--- config.mk ---
export PLATFORM = sky130hd
export DESIGN_NAME = rxim_top
export DESIGN_NICKNAME = d
export VERILOG_FILES = /design/src/verilog/rxim_pkg.sv /design/src/verilog/rxim_top.sv
export SDC_FILE = /design/constraint.sdc
export NUM_CORES = 1
export LEC_CHECK = 0
export ABC_CLOCK_PERIOD_IN_PS = 1480
export BUFFER_PORTS_ARGS = -buffer_cell sky130_fd_sc_hd__buf_2
export CORE_MARGIN = 2
export CORE_UTILIZATION = 43
export CTS_CLUSTER_DIAMETER = 30
export CTS_CLUSTER_SIZE = 10
export DETAILED_ROUTE_END_ITERATION = 6
export PLACE_DENSITY = 0.84
export SETUP_SLACK_MARGIN = 0.4
export SLEW_MARGIN = 20
export SYNTH_ARGS = -nofsm -noshare
export SYNTH_HDL_FRONTEND = slang
export SYNTH_SLANG_ARGS = --single-unit
--- constraint.sdc ---
create_clock -name pclk -period 1.48 [get_ports pclk]
set_input_delay 0 -clock pclk [delete_from_list [all_inputs] [get_ports pclk]]
set_output_delay 0 -clock pclk [all_outputs]
set_load 0.1 [all_outputs]
--- src/verilog/rxim_pkg.sv ---
package rxim_pkg;

	////////////////////////////////////////////////////////////////////////////////
	// Register byte offsets
	localparam logic [11:0] MASK_OFFSET = 12'h000;
	localparam logic [11:0] STATUS_OFFSET = 12'h004;
	localparam logic [11:0] GLOBAL_OFFSET = 12'h008;

	////////////////////////////////////////////////////////////////////////////////
	// Field positions
	localparam int GLOBAL_BIT = 0;
	localparam int FLAG_LSB = 1;
	localparam int FLAG_MSB = 10;
	localparam int FLAG_COUNT = FLAG_MSB - FLAG_LSB + 1;
	localparam int CRC_BIT = 1;
	localparam int OVERFLOW_BIT = 2;
	localparam int TOO_LONG_BIT = 3;
	localparam int GOOD_BIT = 4;
	localparam int ALIGN_BIT = 5;
	localparam int RUNT_BIT = 6;
	localparam int MISSED_BIT = 7;
	localparam int MAX_LEN_BIT = 8;
	localparam int EARLY_BIT = 9;
	localparam int DESC_BIT = 10;

	////////////////////////////////////////////////////////////////////////////////
	// Reset values and writable field mask
	localparam logic [31:0] MASK_RESET = 32'h0000_0000;
	localparam logic [31:0] STATUS_RESET = 32'h0000_0000;
	localparam logic [31:0] FIELD_MASK = 32'h0000_07FF;

endpackage

--- src/verilog/rxim_top.sv ---
// The APB slave port and the register offsets are this design's own decisions.
`timescale 1ns/100ps
`default_nettype none
module rxim_top (
	input wire logic pclk,
	input wire logic presetn,
	input wire logic psel,
	input wire logic penable,
	input wire logic pwrite,
	input wire logic [11:0] paddr,
	input wire logic [31:0] pwdata,
	input wire logic [3:0] pstrb,
	output logic [31:0] prdata,
	output logic pready,
	output logic pslverr,
	input wire logic crc_error_flag_evt,
	input wire logic rx_fifo_overflow_flag_evt,
	input wire logic packet_too_long_flag_evt,
	input wire logic rx_good_flag_evt,
	input wire logic align_error_flag_evt,
	input wire logic runt_packet_flag_evt,
	input wire logic more_missed_packets_flag_evt,
	input wire logic max_length_exceeded_flag_evt,
	input wire logic dma_early_notice_flag_evt,
	input wire logic rx_descriptor_unavailable_flag_evt,
	output logic rx_irq
);

	////////////////////////////////////////////////////////////////////////////////
	// Block overview
	// Ten receive flags latch events from the receive path.
	// Each flag sits at the same bit in the status word and the mask word.
	// Mask bit 0 is the receive global enable, not a flag enable.
	// Status bit 0 reads the summary of enabled flags before the global enable, so software can poll it.
	// The interrupt line is the summary qualified by the global enable.
	//
	// Flag map, status and mask share the layout:
	//   bit 10  descriptor unavailable
	//   bit 9   DMA early notice
	//   bit 8   maximum length exceeded
	//   bit 7   more missed packets
	//   bit 6   runt packet
	//   bit 5   alignment error
	//   bit 4   receive good
	//   bit 3   packet too long
	//   bit 2   receive FIFO overflow
	//   bit 1   CRC error
	//   bit 0   global enable (mask) / summary (status)
	//
	// Register map:
	//   mask word   read and write, upper bits read zero
	//   status word write one to clear, bit 0 read only
	//   any other   error answer, read data zero, writes dropped
	//
	// Timing seen from the bus:
	//   setup cycle registered, answer one cycle later
	//   write lands at the access edge
	//   interrupt follows a landed write one edge later
	//
	// Limitations:
	//   no transmit side, that lives in a sibling block
	//   no wait states, pready is high in the first access cycle
	//   events are sampled as synchronous levels

	////////////////////////////////////////////////////////////////////////////////
	// Declarations
	logic [31:0] mask_q;
	logic [rxim_pkg::FLAG_MSB:rxim_pkg::FLAG_LSB] flag_q;
	logic [31:0] status_rd;
	logic [31:0] evt;
	logic [31:0] enabled;
	logic setup;
	logic access;
	logic wr_mask;
	logic wr_status;
	logic hit;
	logic [31:0] rd_d;
	logic rx_summary_flag;
	logic [31:0] wbytes;

	////////////////////////////////////////////////////////////////////////////////
	// Event vector in status layout; global bit has no source
	always_comb begin
		evt = 32'h0000_0000;
		evt[rxim_pkg::CRC_BIT] = crc_error_flag_evt;
		evt[rxim_pkg::OVERFLOW_BIT] = rx_fifo_overflow_flag_evt;
		evt[rxim_pkg::TOO_LONG_BIT] = packet_too_long_flag_evt;
		evt[rxim_pkg::GOOD_BIT] = rx_good_flag_evt;
		evt[rxim_pkg::ALIGN_BIT] = align_error_flag_evt;
		evt[rxim_pkg::RUNT_BIT] = runt_packet_flag_evt;
		evt[rxim_pkg::MISSED_BIT] = more_missed_packets_flag_evt;
		evt[rxim_pkg::MAX_LEN_BIT] = max_length_exceeded_flag_evt;
		evt[rxim_pkg::EARLY_BIT] = dma_early_notice_flag_evt;
		evt[rxim_pkg::DESC_BIT] = rx_descriptor_unavailable_flag_evt;
	end

	////////////////////////////////////////////////////////////////////////////////
	// APB decode; no-wait answer from a registered pready, so outputs stay registered
	assign setup = psel && !penable;
	assign access = psel && penable && pready;
	assign wr_mask = access && pwrite && (paddr == rxim_pkg::MASK_OFFSET);
	assign wr_status = access && pwrite && (paddr == rxim_pkg::STATUS_OFFSET);
	assign hit = (paddr == rxim_pkg::MASK_OFFSET) || (paddr == rxim_pkg::STATUS_OFFSET);

	// Byte strobes expanded to bit lanes
	always_comb begin
		for (int i = 0; i < 4; i++) begin
			wbytes[i*8 +: 8] = {8{pstrb[i]}};
		end
	end

	// Pready high in the cycle after setup
	always_ff @(posedge pclk or negedge presetn) begin
		if (!presetn) begin
			pready <= 1'b0;
		end else begin
			pready <= setup;
		end
	end

	// Read mux and error answer, latched at setup
	always_comb begin
		rd_d = 32'h0000_0000;
		if (paddr == rxim_pkg::MASK_OFFSET) begin
			rd_d = mask_q;
		end else if (paddr == rxim_pkg::STATUS_OFFSET) begin
			rd_d = status_rd | {31'h0000_0000, rx_summary_flag};
		end
	end

	always_ff @(posedge pclk or negedge presetn) begin
		if (!presetn) begin
			prdata <= 32'h0000_0000;
			pslverr <= 1'b0;
		end else if (setup) begin
			prdata <= pwrite ? 32'h0000_0000 : rd_d;
			pslverr <= !hit;
		end else begin
			pslverr <= 1'b0;
		end
	end

	////////////////////////////////////////////////////////////////////////////////
	// Enable mask: bits 10..1 per flag, bit 0 global; upper bits read zero
	always_ff @(posedge pclk or negedge presetn) begin
		if (!presetn) begin
			mask_q <= rxim_pkg::MASK_RESET;
		end else if (wr_mask) begin
			mask_q <= ((mask_q & ~wbytes) | (pwdata & wbytes)) & rxim_pkg::FIELD_MASK;
		end
	end

	////////////////////////////////////////////////////////////////////////////////
	// Sticky flags, one per bit; a new event beats a same-cycle clear
	// Losing an event to a clear would hide a frame from software
	genvar g;
	generate
		for (g = rxim_pkg::FLAG_LSB; g <= rxim_pkg::FLAG_MSB; g++) begin : g_flag
			always_ff @(posedge pclk or negedge presetn) begin
				if (!presetn) begin
					flag_q[g] <= rxim_pkg::STATUS_RESET[g];
				end else if (evt[g]) begin
					flag_q[g] <= 1'b1;
				end else if (wr_status && wbytes[g] && pwdata[g]) begin
					flag_q[g] <= 1'b0;
				end
			end
		end
	endgenerate

	// Status word view; unused positions read zero
	always_comb begin
		status_rd = 32'h0000_0000;
		status_rd[rxim_pkg::FLAG_MSB:rxim_pkg::FLAG_LSB] = flag_q;
	end

	// Flag participates only when its enable is one
	always_comb begin
		enabled = status_rd & mask_q;
		enabled[rxim_pkg::GLOBAL_BIT] = 1'b0;
	end

	////////////////////////////////////////////////////////////////////////////////
	// Per-flag gating only; the global enable is applied later, at rx_irq
	always_comb begin
		rx_summary_flag = 1'b0;
		if (enabled[rxim_pkg::DESC_BIT]) rx_summary_flag = 1'b1;
		if (enabled[rxim_pkg::EARLY_BIT]) rx_summary_flag = 1'b1;
		if (enabled[rxim_pkg::MAX_LEN_BIT]) rx_summary_flag = 1'b1;
		if (enabled[rxim_pkg::MISSED_BIT]) rx_summary_flag = 1'b1;
		if (enabled[rxim_pkg::RUNT_BIT]) rx_summary_flag = 1'b1;
		if (enabled[rxim_pkg::ALIGN_BIT]) rx_summary_flag = 1'b1;
		if (enabled[rxim_pkg::GOOD_BIT]) rx_summary_flag = 1'b1;
		if (enabled[rxim_pkg::TOO_LONG_BIT]) rx_summary_flag = 1'b1;
		if (enabled[rxim_pkg::OVERFLOW_BIT]) rx_summary_flag = 1'b1;
		if (enabled[rxim_pkg::CRC_BIT]) rx_summary_flag = 1'b1;
	end

	// Level output, registered; global bit 0 qualifies all flags
	always_ff @(posedge pclk or negedge presetn) begin
		if (!presetn) begin
			rx_irq <= 1'b0;
		end else begin
			rx_irq <= rx_summary_flag && mask_q[rxim_pkg::GLOBAL_BIT];
		end
	end

endmodule
`default_nettype wire

* After elaboration in Yosys (flattened, before gate mapping)
Index checks and enable logic that the tools add are counted.
** Storage, ports and cells
- Register bits :: 56
- Input bits :: 63
- Logic and storage cells :: 89
** Operators by class
- Eq/ne operators :: 1
- Muxes and demuxes :: 34
- Bitwise operators :: 6
- Reduce and logical (&&, ||, !) cells :: 33
** Operators by type and width (number)
- $and 11x11->11 :: 3
- $mux 32 :: 1
- $mux 1 :: 31
- $mux 11 :: 2
- $reduce_bool 2->1 :: 10
- $logic_and 1x1->1 :: 19
- $eq 12x3->1 const B :: 1
- $logic_not 12->1 :: 1
- $not 11->11 :: 1
- $or 11x1->11 :: 1
- $or 11x11->11 :: 1
- $logic_not 1->1 :: 2
- $logic_or 1x1->1 :: 1

* Depth between registers and ports, before layout
Gate-level depths: netlist of run 1.
- Depth after elaboration :: 15
- Depth in mapped cells :: 5
- Depth with buffers taken out :: 4

* Worst setup path after synthesis of run 1
Ideal clock, no wire load.
- Kind :: reg2reg
- Start :: register pready
- End :: register (tool-made name)
- Library setup time :: 0.125 ns
- Arrival :: 1.892 ns
- Slack :: -0.537 ns
- Stages on the path, launching flop included :: 5
- Buffers on the path :: 0
- Cell sequence :: dfrtp_1 > nand4_1 > nor2_2 > nand3_4 > mux2_4
** RTL lines
- start, declared :: RTL line rxim_top.sv:14 : output logic pready,
- start signal, assigned :: RTL line rxim_top.sv:117 : pready <= setup;

==> results of run 1 <==
==> cell type report <==
| class | count | area, µm² |
|---|---|---|
| flip-flops and latches | 35 | 880 |
| repair buffers | 96 | 708 |
| well taps | 48 | 60.1 |
| clock buffers | 7 | 86.3 |
| inverters | 4 | 15.0 |
| clock inverters | 1 | 5.00 |
| multi-input cells | 98 | 736 |
| fillers | 263 | 1230 |
==> logic make-up (layout without fill, tap and decap cells) <==
logic type | after synthesis | in the layout
buffers and inverters | 28 | 108
AO/OA/AOI/OAI | 26 | 26
other | 1 | 21
flip-flops | 35 | 35
AND/OR/NAND/NOR | 40 | 40
multiplexers | 11 | 11
==> final timing paths <==
kind	cells after the start	slack (ns)	endpoint	startpoint
max	4	0.1	flop	pready
min	3	0.05	prdata[0]	paddr[2]
max reg2reg	4	0.1	flop	pready
min reg2reg	2	0.51	prdata[0]	prdata[0]
max in group asynchronous	3	0.76	asynchronous set/reset pin	presetn
min in group asynchronous	2	0.12	rx_irq	presetn
==> cell usage after synthesis (all sizes together) <==
master,instances
clkbuf,1
nand2b,1
o211ai,1
conb,1
nand3,12
nand2,1
a221oi,2
a22o,2
buf,23
a21o,10
or3,1
a221o,10
inv,4
nand4,2
nor2b,1
nor2,4
nor3,1
and2,10
or4,2
mux2,11
and3,4
nor4,1
dfrtp,35
a22oi,1
==> power breakdown <==
part	internal (mW)	leakage (nW)	switching, mW	total [mW]
clock network	0.375	0.0482	0.340	0.715
logic	0.0934	0.752	0.322	0.416
registers	0.960	0.433	0.00111	0.961
==> critical path: stages, from the launching register on <==
cell                      delay (ns)
sky130_fd_sc_hd__dfrtp_4        0.41
sky130_fd_sc_hd__nand4_1        0.13
sky130_fd_sc_hd__nor2_2         0.17
sky130_fd_sc_hd__and3_4         0.24
sky130_fd_sc_hd__mux2_4         0.31
==> per-layer routing <==
metal / part of all wire / up-vias / global-route usage
met2: 0.52 / 69 / 0.335
met3: 0.077 / 12 / 0.0473
met1: 0.38 / 723 / 0.257
met4: 0.023 / 0 / 0.105
met5: 0 / - / 0
li1: - / 669 / -
==> what timing repair did <==
action                     4_1_cts  5_1_grt
setup endpoints to repair       37       42
pin swaps                        6        4
gates resized for setup         16       10
hold endpoints to repair        56        0
buffers inserted                 5        4
hold buffers                    22        0
==> results by group, run 1 <==
Worst setup path
  • Data arrival time of the critical path: ~1.6 ns
  • Required time of the worst setup path: 1.65 ns
  • Worst setup EP type: flop
  • WS Path Type: flop to flop
  • Peak fanout along the critical path: 3
  • Critical Path Source Type: flop

Drt
  • First-pass iteration count of the detailed router: 4
  • Detailed-route vias per instance: about 5.1
  • Number of DRC markers after the initial detailed-route iteration: 113
  • Remaining design rule violation count: 0
  • Remaining antenna violation count: 0
  • Detailed-route wire length: approximately 4.3 mm
  • Count of vias placed by the detailed router: about 1500
  • DR WL/cell: roughly 15 µm

Placed design
  • Place WS: -0.164 ns
  • Inst Count DP: 250
  • HPWL after DPL: between 2 and 3 mm
  • Placed Instance Area: approximately 2000 µm²
  • Buffers added on ports: 53
  • Weighted congestion reported at the end of routability-driven placement: roughly 0.8

GRT
  • Via count of the first global-routing pass: between 1000 and 1500
  • Total GRT Usage: 0.206
  • Largest net degree at the start of global routing: 25
  • First-pass GRT wire length: about 6.6 mm
  • Initial antenna violation count: 0
  • Total congestion overflow after global routing: 0

Final layout
  • Final cell count without fillers: approximately 290
  • Post-route cell area: ~2500 µm²
  • Final Net Count: ~300
  • Commonest cells after routing, fill and taps aside: sky130_fd_sc_hd__buf_2 (39), sky130_fd_sc_hd__dfrtp_1 (34), sky130_fd_sc_hd__dlygate4sd3_1 (22)
  • Layout cell share with drive strength beyond 1: 0.427
  • Post-layout utilization of the core: 0.670
  • Count of inserted antenna diode cells: 0
  • Most common cell after layout, fill and taps aside: sky130_fd_sc_hd__buf_2
  • Area Overhead vs Synth: 46.6%

Die
  • Area inside the core boundary: between 3000 and 4000 µm²
  • Initial standard-cell utilization of the core: 0.457
  • Site Rows: 22
  • Die Footprint: about 4500 µm²
  • I/O Pins: 98
  • Vert. Die Dim: 66.8 µm
  • Horizontal die dimension: around 67 µm

Logic synthesis
  • Mean cell area of the mapped netlist: 12.0 µm²
  • Fraction of synthesized cell area in xor and xnor cells: 0
  • Compound-gate portion of the synthesized area: 0.133
  • Number of warnings reported in the yosys synthesis log: 0
  • Dominant cells by area after synthesis: sky130_fd_sc_hd__dfrtp_1 (52%), sky130_fd_sc_hd__buf_4 (10%), sky130_fd_sc_hd__mux2_2 (6.6%)
  • Cell type contributing the most total cell area after synthesis: sky130_fd_sc_hd__dfrtp_1
  • Count of unique library cells instantiated by Yosys: 28
  • Sequential share of the synthesized area: 0.516
  • Count of state elements after synthesis: 35
  • Simple-gate share of the synthesized area: 0.161
  • Summed instance area of the synthesized netlist: 1700 µm²
  • Fraction of synthesized area in multiplexers: 0.0752
  • Gate count after technology mapping: 141
  • Post-synthesis share of cell area spent on full adders, half adders and majority gates: 0
  • Portion of synthesized cell area occupied by the leading cell type: 0.516
  • Largest family of logic cells by synthesized area: simple AND/OR/NAND/NOR gates

Timing
  • Number of endpoints failing setup at the final stage: 0
  • Final-layout setup total negative slack: 0 ns
  • Final worst path period need: 1.38 ns
  • Max Fclk: about 720 MHz
  • Share of the clock period used by the worst path after layout: 0.932
  • Final Hold Violating Endpoints: 0
  • Count of final max-slew check failures: 0
  • Final worst clock skew: approximately 0.0082 ns
  • RSZ-0062 raised after global routing: yes
  • Minimum setup slack in the final design: about 0.10 ns
  • Hold slack final: 0.0502 ns

Clock network
  • Bufs on Longest Clock Path: 2
  • Clock tree root buffer cell: sky130_fd_sc_hd__clkbuf_8
  • Insertion delay to the later sink of the worst-skew pair: around 0.29 ns
  • Number of clock sinks: 35
  • Number of CTS-inserted buffers: 5
  • Clock-pin transition on the worst setup and hold timing paths: about 0.07 ns
  • CTS HTree Levels: 2
  • CTS tree: built

Min path
  • Worst min-delay path class: input pin to flop

Run status
  • Result of the run: completed

Power
  • Largest voltage drop on the vdd net: 0.455 mV
  • Pwr per Cell Area: 840 nW/µm²
  • LEAKAGE: approximately 1.2 nW
  • Post-layout total power: 2.09 mW

Run
  • # Max-Cap Violations: 0
No activity file was read; power rests on OpenSTA's default activity.
==> run 2: changes to the inputs <==
--- a/config.mk
+++ b/config.mk
@@ -13,7 +13,6 @@
 export CTS_CLUSTER_SIZE = 10
 export DETAILED_ROUTE_END_ITERATION = 6
 export PLACE_DENSITY = 0.84
-export SETUP_SLACK_MARGIN = 0.4
 export SLEW_MARGIN = 20
 export SYNTH_ARGS = -nofsm -noshare
 export SYNTH_HDL_FRONTEND = slang
==> run 2 against run 1 <==
  * Clock-buffer cell count decreased by 1
  * Register-to-register slack got worse by 0.03 ns
  * Global-route usage decreased by 0.57 points
  * Sequential share of layout area increased by 1.7 points
  * First-iteration DRC count decreased by 34%
  * Cell count decreased by 2.4%
  * Cell area decreased by 4.7%
  * Hold slack improved by 0.016 ns
  * Critical path type unchanged
  * Largest cell class unchanged
==> results by group, run 2 (synthesized netlist as in run 1, its figures left out) <==
Drt
  • Met1 wire length: roughly 1.6 mm
  • Metal3 WL: 311 µm
  • DR WL/cell: 14.2 µm
  • Highest signal layer in the routed design: met4
  • First-pass iteration count of the detailed router: 4
  • Remaining antenna violation count: 0
  • Met2 wire length: just under 2 mm
  • Detailed-route vias per instance: 4.95
  • Number of DRC markers after the initial detailed-route iteration: 75
  • Remaining design rule violation count: 0
  • Count of vias placed by the detailed router: 1395
  • Detailed-route wire length: ~4.0 mm

Final layout
  • Post-route cell area: 2370 µm²
  • Commonest cells after routing, fill and taps aside: sky130_fd_sc_hd__buf_2 (53), sky130_fd_sc_hd__dfrtp_1 (34), sky130_fd_sc_hd__dlygate4sd3_1 (23)
  • Layout cell share with drive strength beyond 1: 0.402
  • Count of inserted antenna diode cells: 0
  • Area Overhead vs Synth: 39.8%
  • Final cell count without fillers: ~280
  • Most common cell after layout, fill and taps aside: sky130_fd_sc_hd__buf_2
  • Filler cell count in the final layout: a little over 300
  • Post-layout utilization of the core: 0.639
  • Final Net Count: just under 300

Timing
  • Final worst clock skew: around 0.0075 ns
  • Share of the clock period used by the worst path after layout: 0.952
  • Max Fclk: roughly 710 MHz
  • Max transition margin: 0.503
  • Minimum setup slack in the final design: between 0.07 and 0.08 ns
  • Least-Margin Pin Slew: 0.746 ns
  • Final worst path period need: about 1.4 ns
  • Final Hold Violating Endpoints: 0
  • Final-layout setup total negative slack: 0 ns
  • Count of final max-slew check failures: 0
  • Number of endpoints failing setup at the final stage: 0
  • Hold slack final: 0.0657 ns
  • RSZ-0062 raised after global routing: no

Min path
  • Hold path cells: 4
  • Hold_sp: pwrite
  • Worst min-delay path class: input pin to flop
  • Worst-case hold path end point: prdata[0]

Clock network
  • Bufs on Longest Clock Path: 2
  • Clock-pin transition on the worst setup and hold timing paths: ~0.070 ns
  • CTS tree: built
  • Number of buffers inserted to repair setup after CTS: 0
  • Insertion delay to the later sink of the worst-skew pair: around 0.29 ns
  • CTS HTree Levels: 2
  • Number of CTS-inserted buffers: 5
  • Number of clock sinks: 35
  • Clock tree root buffer cell: sky130_fd_sc_hd__clkbuf_8

Worst setup path
  • Critical R2R Launch: pready
  • Required time of the worst setup path: ~1.7 ns
  • WS Path Type: flop to flop
  • Reg-to-reg setup timing slack: 0.07 ns
  • Data arrival time of the critical path: approximately 1.6 ns
  • Worst setup EP type: flop
  • Critical Path Source Type: flop
  • Peak fanout along the critical path: 8
  • Worst r2r path cells: 4

Power
  • Pwr per Cell Area: approximately 950 nW/µm²
  • LEAKAGE: about 1.2 nW
  • Post-layout total power: between 2 and 2.5 mW
  • Largest voltage drop on the vdd net: approximately 0.49 mV

Die
  • Die Footprint: about 4500 µm²
  • Area inside the core boundary: between 3000 and 4000 µm²
  • Site Rows: 22
  • I/O Pins: 98
  • Vert. Die Dim: between 60 and 70 µm
  • Initial standard-cell utilization of the core: 0.457
  • Horizontal die dimension: 66.8 µm

Placed design
  • Weighted congestion reported at the end of routability-driven placement: between 0.7 and 0.8
  • Inst Count DP: 251
  • HPWL after DPL: 2.86 mm
  • Place WS: -0.206 ns
  • Placed Instance Area: between 2000 and 2500 µm²
  • Buffers added on ports: 53

GRT
  • Initial antenna violation count: 0
  • Total congestion overflow after global routing: 0
  • Total GRT Usage: 0.201
  • Largest net degree at the start of global routing: 36
  • First-pass GRT wire length: 6.31 mm
  • Via count of the first global-routing pass: between 1000 and 1500

Run status
  • Result of the run: completed

Run
  • # Max-Cap Violations: 0
-- run 2: changes by cell type in the layout (fill, tap and decap cells not counted), moves of 2 or more --
| cell | change |
|---|---|
| sky130_fd_sc_hd__buf_2 | +14 |
| sky130_fd_sc_hd__a221oi_1 | +2 |
| sky130_fd_sc_hd__buf_4 | -6 |
| sky130_fd_sc_hd__buf_6 | -8 |
| sky130_fd_sc_hd__mux2_4 | -3 |
| sky130_fd_sc_hd__clkbuf_4 | -8 |
| sky130_fd_sc_hd__a221oi_2 | -2 |
| sky130_fd_sc_hd__mux2_2 | +3 |
-- run 2: timing repair --
item / 4_1_cts / 5_1_grt
hold buffers: 23 / 0
gates resized for setup: 0 / 1
endpoints found under the hold margin: 57 / 0
setup endpoints to repair: 0 / 3
-- run 2: power by group --
group | internal, mW | switching [mW]
Combinational | 0.0891 | 0.318
Clock | 0.544 | 0.334
Sequential | 0.960 | 0.00128
Total | 1.59 | 0.653
-- run 2: worst max path at each step --
stage / cells past startpoint / end / slack (ns) / from
floorplan: 4 / flop / -0.15 / pready
global placement: 7 / flag_q[4] / -0.18 / paddr[3]
detailed placement: 7 / flag_q[5] / -0.21 / paddr[3]
CTS: 4 / flop / 0.06 / pready
global route: 4 / flop / 0.004 / pready
finish: 4 / flop / 0.07 / pready
-- run 2: layout make-up --
cell class	instances	area, µm²	share of cell area
clock buffer	6	82.6	0.0348
clock inverter	2	35.0	0.0148
inverter	4	15.0	0.00633
multi-input combinational	98	708	0.298
sequential	35	880	0.371
tap	48	60.1	0.0253
timing repair buffer	89	593	0.250
-- run 2: layer usage --
metal | GRT usage | up-vias
met2 | 0.320 | 66
li1 | - | 657
met1 | 0.239 | 664
met5 | 0 | -
met4 | 0.117 | 0
met3 | 0.0591 | 8
-- run 2: worst max-delay path, cell delays in order, from the launching register on --
cell and delay, ns:
sky130_fd_sc_hd__dfrtp_4 0.41, sky130_fd_sc_hd__nand4_1 0.16, sky130_fd_sc_hd__nor2_2 0.20, sky130_fd_sc_hd__nand3_4 0.19, sky130_fd_sc_hd__mux2_4 0.34
